==> src/ocm_defines.svh <==
`ifndef OCM_DEFINES_SVH
`define OCM_DEFINES_SVH

// Register address width and byte addresses
`define OCM_AW           8
`define OCM_OFS_SMC      8'h00
`define OCM_OFS_CTRL     8'h04
`define OCM_OFS_STAT     8'h08

// system_mode_control fields
`define OCM_DIV_HI       7
`define OCM_DIV_LO       5
`define OCM_FWAKE_BIT    4
`define OCM_LRDY_BIT     3
`define OCM_HRDY_BIT     2
`define OCM_IDLE_BIT     1
`define OCM_HSEL_BIT     0
`define OCM_SMC_RESET    8'h03
`define OCM_SMC_WMASK    8'hF3

// ctrl fields
`define OCM_SYSIDLE_BIT  7
`define OCM_CTRL_RESET   8'h00

// Divider encoding: exponent of ratio is OCM_DIV_EXP_TOP minus the code
`define OCM_DIV_EXP_BASE 3'h0
`define OCM_DIV_EXP_TOP  4'h8

// Oscillator settle counts, in oscillator cycles
`define OCM_HXT_SETTLE   10'h200
`define OCM_HS_RC_OSC_SETTLE  10'h010
`define OCM_LXT_SETTLE   10'h080
`define OCM_LS_RC_OSC_SETTLE  10'h002

// AXI responses
`define OCM_RESP_OKAY    2'h0
`define OCM_RESP_SLVERR  2'h2

`endif

==> src/ocm_pkg.sv <==
package ocm_pkg;
  typedef enum logic [5:0] {
    OCM_FAST_RUN    = 6'h01,
    OCM_SLOW_RUN    = 6'h02,
    OCM_FULL_SLEEP  = 6'h04,
    OCM_SLEEP_SUB   = 6'h08,
    OCM_IDLE_OFF    = 6'h10,
    OCM_IDLE_ON     = 6'h20
  } ocm_mode_t;
endpackage

==> src/ocm_clkdiv.sv <==
`timescale 1ns/1ps
module ocm_clkdiv (
  input  wire logic       clk,
  input  wire logic       rst_b,
  input  wire logic       tick,
  input  wire logic       bypass,
  input  wire logic [2:0] exp_sel,
  output logic            en
);
  logic [5:0] cnt_ff;
  logic [5:0] mask;

  // Ratio is a power of two, so a mask compare replaces a reload counter
  assign mask = 6'((7'h01 << exp_sel) - 7'h01);

  always_ff @(posedge clk or negedge rst_b) begin
    if (!rst_b) begin
      cnt_ff <= 6'h00;
    end else if (tick) begin
      cnt_ff <= cnt_ff + 6'h01;
    end
  end

  always_ff @(posedge clk or negedge rst_b) begin
    if (!rst_b) begin
      en <= 1'b0;
    end else begin
      en <= tick && (bypass || ((cnt_ff & mask) == mask));
    end
  end
endmodule

==> src/ocm_sync.sv <==
`timescale 1ns/1ps
module ocm_sync #(
  parameter int W = 3
) (
  input  wire logic         clk,
  input  wire logic         rst_b,
  input  wire logic [W-1:0] d,
  output logic      [W-1:0] q
);
  logic [W-1:0] meta_ff;

  always_ff @(posedge clk or negedge rst_b) begin
    if (!rst_b) begin
      meta_ff <= '0;
      q       <= '0;
    end else begin
      meta_ff <= d;
      q       <= meta_ff;
    end
  end
endmodule

==> src/ocm_top.sv <==
// Operation
// - Fast run clocks the system from the high clock divided by 1 to 64 per divider and select.
// - Slow run clocks the CPU from the low speed oscillator and keeps the high clock off.
// - Halting into full sleep stops the CPU, the sub clock and the watchdog.
// - Full sleep is refused while low-voltage detect is enabled; software clears it first.
// - A sleep halt with the watchdog enabled enters sleep with the sub clock kept running.
// - An idle halt with system clock in idle off stops the system oscillator and CPU only.
// - An idle halt with system clock in idle on gates the CPU but keeps the oscillator running.
// - The mode register holds divider 7:5, fast wake 4, two ready flags 3:2, idle 1, select 0.
// - With select low, divider codes 000/001 pick the sub clock and 010..111 pick /64../2.
// - Fast wake with the crystal, waking from sleep-sub or idle-off, runs the system on the sub clock until the high clock settles.
// - Low ready is low in full sleep and after reset, then rises after 128 or 2 cycles.
// - Select high picks the undivided high clock; moving to the sub clock stops the high osc.
// - High ready clears in sleep and idle-off and rises after 512 or 16 oscillator cycles.
// - A separate bit, reset to zero, keeps the system clock running in idle.
`timescale 1ns/1ps
`include "ocm_defines.svh"
module ocm_top (
  // Clock and reset
  input  wire logic              CLK,
  input  wire logic              RST_B,
  // AXI4-Lite write
  input  wire logic [`OCM_AW-1:0] S_AXI_AWADDR,
  input  wire logic              S_AXI_AWVALID,
  output logic                   S_AXI_AWREADY,
  input  wire logic [31:0]       S_AXI_WDATA,
  input  wire logic [3:0]        S_AXI_WSTRB,
  input  wire logic              S_AXI_WVALID,
  output logic                   S_AXI_WREADY,
  output logic [1:0]             S_AXI_BRESP,
  output logic                   S_AXI_BVALID,
  input  wire logic              S_AXI_BREADY,
  // AXI4-Lite read
  input  wire logic [`OCM_AW-1:0] S_AXI_ARADDR,
  input  wire logic              S_AXI_ARVALID,
  output logic                   S_AXI_ARREADY,
  output logic [31:0]            S_AXI_RDATA,
  output logic [1:0]             S_AXI_RRESP,
  output logic                   S_AXI_RVALID,
  input  wire logic              S_AXI_RREADY,
  // CPU and system side
  input  wire logic              HALT_REQ,
  input  wire logic              WDT_EN,
  input  wire logic              LV_DETECT_EN,
  input  wire logic              HS_IS_CRYSTAL,
  input  wire logic              LS_IS_CRYSTAL,
  // Oscillator and wake pins
  input  wire logic              WAKE,
  input  wire logic              HS_TICK,
  input  wire logic              LS_TICK,
  // Clock controls and status
  output logic                   CPU_CLK_EN,
  output logic                   SYS_CLK_EN,
  output logic                   HS_OSC_EN,
  output logic                   SUB_OSC_EN,
  output logic                   WDT_RUN,
  output logic                   HALT_REFUSED,
  output logic [5:0]             MODE
);
  ocm_pkg::ocm_mode_t mode_ff;
  ocm_pkg::ocm_mode_t nxt_mode;
  logic [7:0]  smc_ff;
  logic        sysidle_ff;
  logic        hrdy_ff;
  logic        lrdy_ff;
  logic [9:0]  hcnt_ff;
  logic [9:0]  lcnt_ff;
  logic        fw_ff;
  logic [2:0]  pin_s;
  logic [2:0]  pin_d_ff;
  logic        wake_p;
  logic        hs_p;
  logic        ls_p;
  logic        div_en;
  logic        run;
  logic        lowp;
  logic        want_sub;
  logic        refuse;
  logic        hs_on;
  logic        nxt_sys;

  // codes 000 and 001 steer the system onto the sub clock
  function automatic logic sel_sub(input logic [7:0] r);
    return !r[`OCM_HSEL_BIT] && (r[`OCM_DIV_HI:`OCM_DIV_LO-1+2] == 2'h0);
  endfunction

  function automatic logic is_lp(input ocm_pkg::ocm_mode_t m);
    return m inside {ocm_pkg::OCM_FULL_SLEEP, ocm_pkg::OCM_SLEEP_SUB,
                     ocm_pkg::OCM_IDLE_OFF, ocm_pkg::OCM_IDLE_ON};
  endfunction

  ocm_sync #(
    .W (3)
  ) u_sync (
    .clk   (CLK),
    .rst_b (RST_B),
    .d     ({WAKE, HS_TICK, LS_TICK}),
    .q     (pin_s)
  );

  always_ff @(posedge CLK or negedge RST_B) begin
    if (!RST_B) begin
      pin_d_ff <= 3'h0;
    end else begin
      pin_d_ff <= pin_s;
    end
  end

  assign wake_p   = pin_s[2] && !pin_d_ff[2];
  assign hs_p     = pin_s[1] && !pin_d_ff[1];
  assign ls_p     = pin_s[0] && !pin_d_ff[0];
  assign run      = mode_ff inside {ocm_pkg::OCM_FAST_RUN, ocm_pkg::OCM_SLOW_RUN};
  assign lowp     = is_lp(mode_ff);
  assign want_sub = sel_sub(smc_ff);
  // no watchdog means full sleep, which low-voltage detect blocks
  assign refuse   = run && HALT_REQ && !smc_ff[`OCM_IDLE_BIT] && !WDT_EN && LV_DETECT_EN;

  // high clock divided; select high bypasses the divider
  ocm_clkdiv u_div (
    .clk     (CLK),
    .rst_b   (RST_B),
    .tick    (hs_p),
    .bypass  (smc_ff[`OCM_HSEL_BIT]),
    .exp_sel (3'(`OCM_DIV_EXP_TOP - {1'b0, smc_ff[`OCM_DIV_HI:`OCM_DIV_LO]})),
    .en      (div_en)
  );

  always_comb begin
    nxt_mode = mode_ff;
    unique case (mode_ff)
      ocm_pkg::OCM_FAST_RUN, ocm_pkg::OCM_SLOW_RUN: begin
        // bits sampled in the halt cycle
        if (HALT_REQ && !refuse) begin
          if (smc_ff[`OCM_IDLE_BIT]) begin
            nxt_mode = sysidle_ff ? ocm_pkg::OCM_IDLE_ON
                                  : ocm_pkg::OCM_IDLE_OFF;
          end else begin
            nxt_mode = WDT_EN ? ocm_pkg::OCM_SLEEP_SUB
                              : ocm_pkg::OCM_FULL_SLEEP;
          end
        end else if (!HALT_REQ) begin
          nxt_mode = want_sub ? ocm_pkg::OCM_SLOW_RUN : ocm_pkg::OCM_FAST_RUN;
        end
      end
      ocm_pkg::OCM_FULL_SLEEP, ocm_pkg::OCM_SLEEP_SUB,
      ocm_pkg::OCM_IDLE_OFF, ocm_pkg::OCM_IDLE_ON: begin
        if (wake_p) begin
          nxt_mode = want_sub ? ocm_pkg::OCM_SLOW_RUN : ocm_pkg::OCM_FAST_RUN;
        end
      end
      default: nxt_mode = ocm_pkg::OCM_FAST_RUN;
    endcase
  end

  always_ff @(posedge CLK or negedge RST_B) begin
    if (!RST_B) begin
      mode_ff <= ocm_pkg::OCM_FAST_RUN;
    end else begin
      mode_ff <= nxt_mode;
    end
  end

  // only a crystal high osc waking from a mode with live sub clock
  always_ff @(posedge CLK or negedge RST_B) begin
    if (!RST_B) begin
      fw_ff <= 1'b0;
    end else if (wake_p && (mode_ff inside {ocm_pkg::OCM_SLEEP_SUB, ocm_pkg::OCM_IDLE_OFF})
                 && !want_sub && smc_ff[`OCM_FWAKE_BIT] && HS_IS_CRYSTAL) begin
      fw_ff <= 1'b1;
    end else if (hrdy_ff || mode_ff != ocm_pkg::OCM_FAST_RUN) begin
      fw_ff <= 1'b0;
    end
  end

  // high osc only runs while something uses it
  assign hs_on = (mode_ff == ocm_pkg::OCM_FAST_RUN)
              || (mode_ff == ocm_pkg::OCM_IDLE_ON && !want_sub);

  // high ready restarts from zero in sleep and idle-off
  always_ff @(posedge CLK or negedge RST_B) begin
    if (!RST_B) begin
      hcnt_ff <= 10'h000;
      hrdy_ff <= 1'b0;
    end else if (mode_ff inside {ocm_pkg::OCM_FULL_SLEEP, ocm_pkg::OCM_SLEEP_SUB,
                                 ocm_pkg::OCM_IDLE_OFF}) begin
      hcnt_ff <= 10'h000;
      hrdy_ff <= 1'b0;
    end else if (hs_on && hs_p && !hrdy_ff) begin
      hcnt_ff <= hcnt_ff + 10'h001;
      hrdy_ff <= (hcnt_ff + 10'h001) ==
                 (HS_IS_CRYSTAL ? `OCM_HXT_SETTLE : `OCM_HS_RC_OSC_SETTLE);
    end
  end

  // low ready drops only in full sleep
  always_ff @(posedge CLK or negedge RST_B) begin
    if (!RST_B) begin
      lcnt_ff <= 10'h000;
      lrdy_ff <= 1'b0;
    end else if (mode_ff == ocm_pkg::OCM_FULL_SLEEP) begin
      lcnt_ff <= 10'h000;
      lrdy_ff <= 1'b0;
    end else if (ls_p && !lrdy_ff) begin
      lcnt_ff <= lcnt_ff + 10'h001;
      lrdy_ff <= (lcnt_ff + 10'h001) ==
                 (LS_IS_CRYSTAL ? `OCM_LXT_SETTLE : `OCM_LS_RC_OSC_SETTLE);
    end
  end

  always_comb begin
    unique case (mode_ff)
      ocm_pkg::OCM_FAST_RUN: nxt_sys = fw_ff ? ls_p : div_en;
      ocm_pkg::OCM_SLOW_RUN: nxt_sys = ls_p;
      ocm_pkg::OCM_IDLE_ON:  nxt_sys = want_sub ? ls_p : div_en;
      default:               nxt_sys = 1'b0;
    endcase
  end

  // Outputs trail mode_ff by one cycle so every one is a flop
  always_ff @(posedge CLK or negedge RST_B) begin
    if (!RST_B) begin
      CPU_CLK_EN   <= 1'b0;
      SYS_CLK_EN   <= 1'b0;
      HS_OSC_EN    <= 1'b0;
      SUB_OSC_EN   <= 1'b0;
      WDT_RUN      <= 1'b0;
      HALT_REFUSED <= 1'b0;
      MODE         <= 6'h00;
    end else begin
      CPU_CLK_EN   <= run;
      SYS_CLK_EN   <= nxt_sys;
      HS_OSC_EN    <= hs_on;
      SUB_OSC_EN   <= mode_ff != ocm_pkg::OCM_FULL_SLEEP;
      WDT_RUN      <= WDT_EN && mode_ff != ocm_pkg::OCM_FULL_SLEEP;
      HALT_REFUSED <= refuse;
      MODE         <= mode_ff;
    end
  end

  // Register slave: one write and one read in flight
  logic                aw_got_ff;
  logic                w_got_ff;
  logic [`OCM_AW-1:0] awaddr_ff;
  logic [7:0]          wdata_ff;
  logic                wstrb_ff;
  logic                nxt_aw_got;
  logic                nxt_w_got;
  logic                nxt_bvalid;
  logic                nxt_rvalid;
  logic                do_wr;
  logic [31:0]         rd_word;
  logic                rd_hit;

  assign do_wr      = aw_got_ff && w_got_ff && !S_AXI_BVALID;
  assign nxt_aw_got = (aw_got_ff || (S_AXI_AWVALID && S_AXI_AWREADY)) && !do_wr;
  assign nxt_w_got  = (w_got_ff || (S_AXI_WVALID && S_AXI_WREADY)) && !do_wr;
  assign nxt_bvalid = do_wr || (S_AXI_BVALID && !S_AXI_BREADY);
  assign nxt_rvalid = (S_AXI_ARVALID && S_AXI_ARREADY) || (S_AXI_RVALID && !S_AXI_RREADY);

  always_ff @(posedge CLK or negedge RST_B) begin
    if (!RST_B) begin
      aw_got_ff     <= 1'b0;
      w_got_ff      <= 1'b0;
      awaddr_ff     <= '0;
      wdata_ff      <= 8'h00;
      wstrb_ff      <= 1'b0;
      S_AXI_AWREADY <= 1'b0;
      S_AXI_WREADY  <= 1'b0;
      S_AXI_BVALID  <= 1'b0;
      S_AXI_BRESP   <= `OCM_RESP_OKAY;
    end else begin
      aw_got_ff     <= nxt_aw_got;
      w_got_ff      <= nxt_w_got;
      S_AXI_AWREADY <= !nxt_aw_got && !nxt_bvalid;
      S_AXI_WREADY  <= !nxt_w_got && !nxt_bvalid;
      S_AXI_BVALID  <= nxt_bvalid;
      if (S_AXI_AWVALID && S_AXI_AWREADY) begin
        awaddr_ff <= S_AXI_AWADDR;
      end
      if (S_AXI_WVALID && S_AXI_WREADY) begin
        wdata_ff <= S_AXI_WDATA[7:0];
        wstrb_ff <= S_AXI_WSTRB[0];
      end
      if (do_wr) begin
        S_AXI_BRESP <= (awaddr_ff == `OCM_OFS_SMC || awaddr_ff == `OCM_OFS_CTRL)
                       ? `OCM_RESP_OKAY : `OCM_RESP_SLVERR;
      end
    end
  end

  // ready flags are live, so the stored copy keeps only writable bits
  always_ff @(posedge CLK or negedge RST_B) begin
    if (!RST_B) begin
      smc_ff     <= `OCM_SMC_RESET;
      sysidle_ff <= 1'b0;
    end else if (do_wr && wstrb_ff) begin
      if (awaddr_ff == `OCM_OFS_SMC) begin
        smc_ff <= wdata_ff & `OCM_SMC_WMASK;
      end
      if (awaddr_ff == `OCM_OFS_CTRL) begin
        sysidle_ff <= wdata_ff[`OCM_SYSIDLE_BIT];
      end
    end
  end

  always_comb begin
    rd_word = 32'h0000_0000;
    rd_hit  = 1'b1;
    unique case (S_AXI_ARADDR)
      `OCM_OFS_SMC: begin
        rd_word[7:0]             = smc_ff;
        rd_word[`OCM_LRDY_BIT]   = lrdy_ff;
        rd_word[`OCM_HRDY_BIT]   = hrdy_ff;
      end
      `OCM_OFS_CTRL: rd_word[`OCM_SYSIDLE_BIT] = sysidle_ff;
      `OCM_OFS_STAT: rd_word[7:0] = {fw_ff, HALT_REFUSED, mode_ff};
      default: rd_hit = 1'b0;
    endcase
  end

  always_ff @(posedge CLK or negedge RST_B) begin
    if (!RST_B) begin
      S_AXI_ARREADY <= 1'b0;
      S_AXI_RVALID  <= 1'b0;
      S_AXI_RDATA   <= 32'h0000_0000;
      S_AXI_RRESP   <= `OCM_RESP_OKAY;
    end else begin
      S_AXI_ARREADY <= !nxt_rvalid;
      S_AXI_RVALID  <= nxt_rvalid;
      if (S_AXI_ARVALID && S_AXI_ARREADY) begin
        S_AXI_RDATA <= rd_word;
        S_AXI_RRESP <= rd_hit ? `OCM_RESP_OKAY : `OCM_RESP_SLVERR;
      end
    end
  end
endmodule
==> config.mk <==
export PLATFORM = sky130hd
export DESIGN_NAME = ocm_top
export DESIGN_NICKNAME = d
export VERILOG_FILES = /design/src/ocm_pkg.sv /design/src/ocm_clkdiv.sv /design/src/ocm_sync.sv /design/src/ocm_top.sv
export VERILOG_INCLUDE_DIRS = /design/src
export SDC_FILE = /design/constraint.sdc
export NUM_CORES = 1
export LEC_CHECK = 0
export ABC_AREA = 1
export BUFFER_PORTS_ARGS = -buffer_cell sky130_fd_sc_hd__buf_2
export CORE_MARGIN = 2
export CORE_UTILIZATION = 48
export CTS_CLUSTER_DIAMETER = 120
export DETAILED_ROUTE_END_ITERATION = 8
export GPL_ROUTABILITY_DRIVEN = 0
export PLACE_DENSITY = 0.79
export SYNTH_ARGS = -nofsm -noshare
export SYNTH_HDL_FRONTEND = slang
export SYNTH_HIERARCHICAL = 1
export SYNTH_SLANG_ARGS = --single-unit
==> constraint.sdc <==
create_clock -name CLK -period 1.5 [get_ports CLK]
set_input_delay 0 -clock CLK [delete_from_list [all_inputs] [get_ports CLK]]
set_output_delay 0 -clock CLK [all_outputs]
set_load 0.01 [all_outputs]
==> metrics.md <==
| Metric | Value |
|---|---|
| Status | complete, but fails checks |
| Violated checks | setup timing |
| Inserted Diodes | 0 |
| Main combinational cell family by area after synthesis | simple AND/OR/NAND/NOR gates |
| DP HPWL | 7.35 mm |
| Final #Nets | 743 |
| CP endpoint kind | register |
| Fin. max-slew vios | 0 |
| Mapped Area | 0.00456 mm^2 |
| Max VDD drop | 0.00101 V |
| Predominant post-synthesis flop cell | dfrtp_1 |
| Adder-Cell Fraction of Synth Area | 0.0110 |
| DRT iter0 DRCs | 286 |
| CP Launch Point | hcnt_ff[1]$_DFFE_PN0P_ |
| Yosys cell types | 40 |
| R2r startpoint | hcnt_ff[1]$_DFFE_PN0P_ |
| Worst-Margin Slew | 522 ps |
| Routed vias/inst | 5.17 |
| Pre-CTS setup slack | -44.5 ps |
| H-Tree Depth | 3 |
| Flop2flop setup slack | -100 ps |
| Critical setup path kind | register to register |
| Grt ovf | 0 |
| Warnings, synthesis | 6 |
| Post-route cell area | 0.00600 mm^2 |
| ANT nets after route | 0 |
| Simple-gate share of the synthesized area | 0.232 |
| Initial antenna violation count | 0 |
| Fin util | 0.649 |
| WHS | 25.1 ps |
| Root buf cell | clkbuf_8 |
| First-pass GRT wire length | 17.3 mm |
| Final Cycle Share | 1.07 |
| Fin crit period | 1600 ps |
| Portion of netlist area occupied by mux cells | 0 |
| DRC viols | 0 |
| FF+latch count, synth | 96 |
| GRT Util Overall | 0.211 |
| Max-slew headroom | 0.650 |
| Max Cap Viol | 0 |
| Die width | 102 um |
| Fraction of registers with async set/reset | 1.00 |
| Synth cell count leaders | nand2_1, dfrtp_1, inv_1 |
| Power Density | 1570 mW/mm^2 |
| Synth Area in Compound Gates | 0.0946 |
| Die area | 0.0103 mm^2 |
| Leak | 2.98 nW |
| Worst Hold Class | input pin to register |
| Min-delay src | S_AXI_ARADDR[3] |
| Router iterations before antenna repair | 6 |
| Xor/xnor share of the synthesized area | 0.0249 |
| Rows | 35 |
| Critical path launch point type | register |
| RSZ-0062 raised after global routing | yes |
| Worst R2R End | hrdy_ff$_DFFE_PN0P_ |
| R2R cell count | 10 |
| CTS clk-pin slew, worst paths | 110 ps |
| Post-synth EDFFs | 0 |
| Worst EP arrival | 1920 ps |
| Vias after detailed routing | 4163 |
| Finish-stage setup viols | 29 |
| Pwr Total | 9.41 mW |
| Worst Skew | 15.0 ps |
| Core Area | 0.00924 mm^2 |
| Max Clk Rate | 0.625 GHz |
| Syn avg cell area | 8.50 um^2 |
| Most frequent cell after synthesis | nand2_1 |
| Routed len/inst | 14.1 um |
| Synth area leaders | dfrtp_1, nand2_1, inv_1, buf_4, nor2_1 |
| Hold Violations, Final | 0 |
| Seq/Total Area, Yosys | 0.527 |
| CTS Buffer Depth | 2 |
| Clock tree sinks | 96 |
| CP max FO | 3 |
| Die Span Y | 102 um |
| Worst Setup Slack, final | -99.7 ps |
| Worst-Skew Late Latency | 370 ps |
| CTS Buf Count | 9 |
| Synth-to-layout area growth | 31.4% |
| Cell accounting for the most synthesized area | dfrtp_1 |
| Largest net degree at the start of global routing | 35 |
| Mapped Cells | 537 |
| Vias in the first global route | 3877 |
| I/O pin count | 120 |
| WHS Path Cells | 3 |
| Starting density of the core | 0.494 |
| Port-buffer cells | 64 |
| DRT Wirelength | 11.3 mm |
| WHS Endpoint | S_AXI_RRESP[1]$_DFFE_PN0P_ |
| Layout cells sized above 1 | 0.279 |
| CTS tree | yes |
| Critical Path RT | 1820 ps |
| Synth top area share | 0.510 |
| Post-Place Cell Area | 0.00519 mm^2 |
[per-stage QoR]
step | std cells | TNS, ps
2_1_floorplan | 562 | 0
3_3_place_gp | 757 | 0
3_5_place_dp | 757 | -286
4_1_cts | 800 | 0
5_1_grt | 806 | -2820
6_report | 806 | -1050
[cell families after synthesis]
kind of cell	Yosys count
DFF	96
xor gates and xnor gates	13
buffers and inverters	104
adders and majority gates	4
and+or+nand+nor	242
AOI/OAI and AO/OA	77
other	1
[worst max-delay path by stage]
stage | endpoint | slack, ps | depth (start not counted)
after detailed placement | hcnt_ff[6]$_DFFE_PN0P_ | -40 | 8
after floorplan | hrdy_ff$_DFFE_PN0P_ | 90 | 9
after CTS | mode_ff[0]$_DFFE_PN1P_ | 4 | 10
after global placement | hcnt_ff[0]$_DFFE_PN0P_ | 30 | 10
final | hrdy_ff$_DFFE_PN0P_ | -100 | 10
after global routing | hrdy_ff$_DFFE_PN0P_ | -200 | 10
[sequential cells by signal, summed over array words and instances (netlist names), 3 cells and up]
name,cells
awaddr_ff,8
u_sync/q,3
lcnt_ff,10
S_AXI_RDATA,8
MODE,6
mode_ff,6
hcnt_ff,10
pin_d_ff,3
wdata_ff,6
u_sync/meta_ff,3
u_div/cnt_ff,6
smc_ff,6
[power breakdown]
part | internal (mW) | switching, mW
registers | 3.34 | 0.558
logic | 1.52 | 2.07
clock network | 0.990 | 0.936
[worst max-delay path, cell delays in order, from the launching register on]
cell	delay, ps
dfrtp_1	390
ha_2	230
nand2_4	70
nor2_4	110
buf_6	110
nand4_1	130
nand2_2	130
nand2_1	80
nor2_1	110
nand3_1	90
nand2_1	90
[metal layers]
| metal | share of wire | GRT usage | vias to the layer above | wire length [um] |
|---|---|---|---|---|
| met2 | 0.50 | 0.348 | 210 | 5620 |
| li1 | - | - | 1927 | - |
| met5 | 0 | 0 | - | 0 |
| met4 | 0.020 | 0.0728 | 0 | 224 |
| met1 | 0.41 | 0.283 | 1996 | 4700 |
| met3 | 0.071 | 0.0359 | 30 | 805 |
[final cells by class]
class / instances / area (um^2)
Clock buffer: 10 / 138
Clock inverter: 6 / 92.6
Fill cell: 692 / 3240
Inverter: 73 / 279
Multi-Input combinational cell: 363 / 2000
Sequential cell: 96 / 2410
Tap cell: 129 / 161
Timing Repair Buffer: 129 / 921
[placed cells by master (no fill, tap or decap), types with 4 or more instances in the layout]
master,instances
o21ai_1,12
dfrtp_1,89
nor2_4,9
nand3_1,33
xor2_1,10
buf_4,33
buf_2,63
inv_1,64
o22ai_2,7
a21oi_1,18
nand4_1,5
nand2_1,119
dlygate4sd3_1,25
o21ai_2,4
dfrtp_2,4
inv_2,5
conb_1,26
buf_6,6
nand2_2,15
clkbuf_8,10
o22ai_1,7
nand2_4,5
nor2_1,42
o21ai_0,22
[timing repair]
item | CTS | global route
resized for setup | 10 | 62
pin swaps | 1 | 18
hold buffers | 25 | 0
setup endpoints to repair | 16 | 35
gates cloned | 0 | 1
setup buffers | 2 | 5
hold endpoints to repair | 122 | 0
No activity file was read; power rests on OpenSTA's default activity.
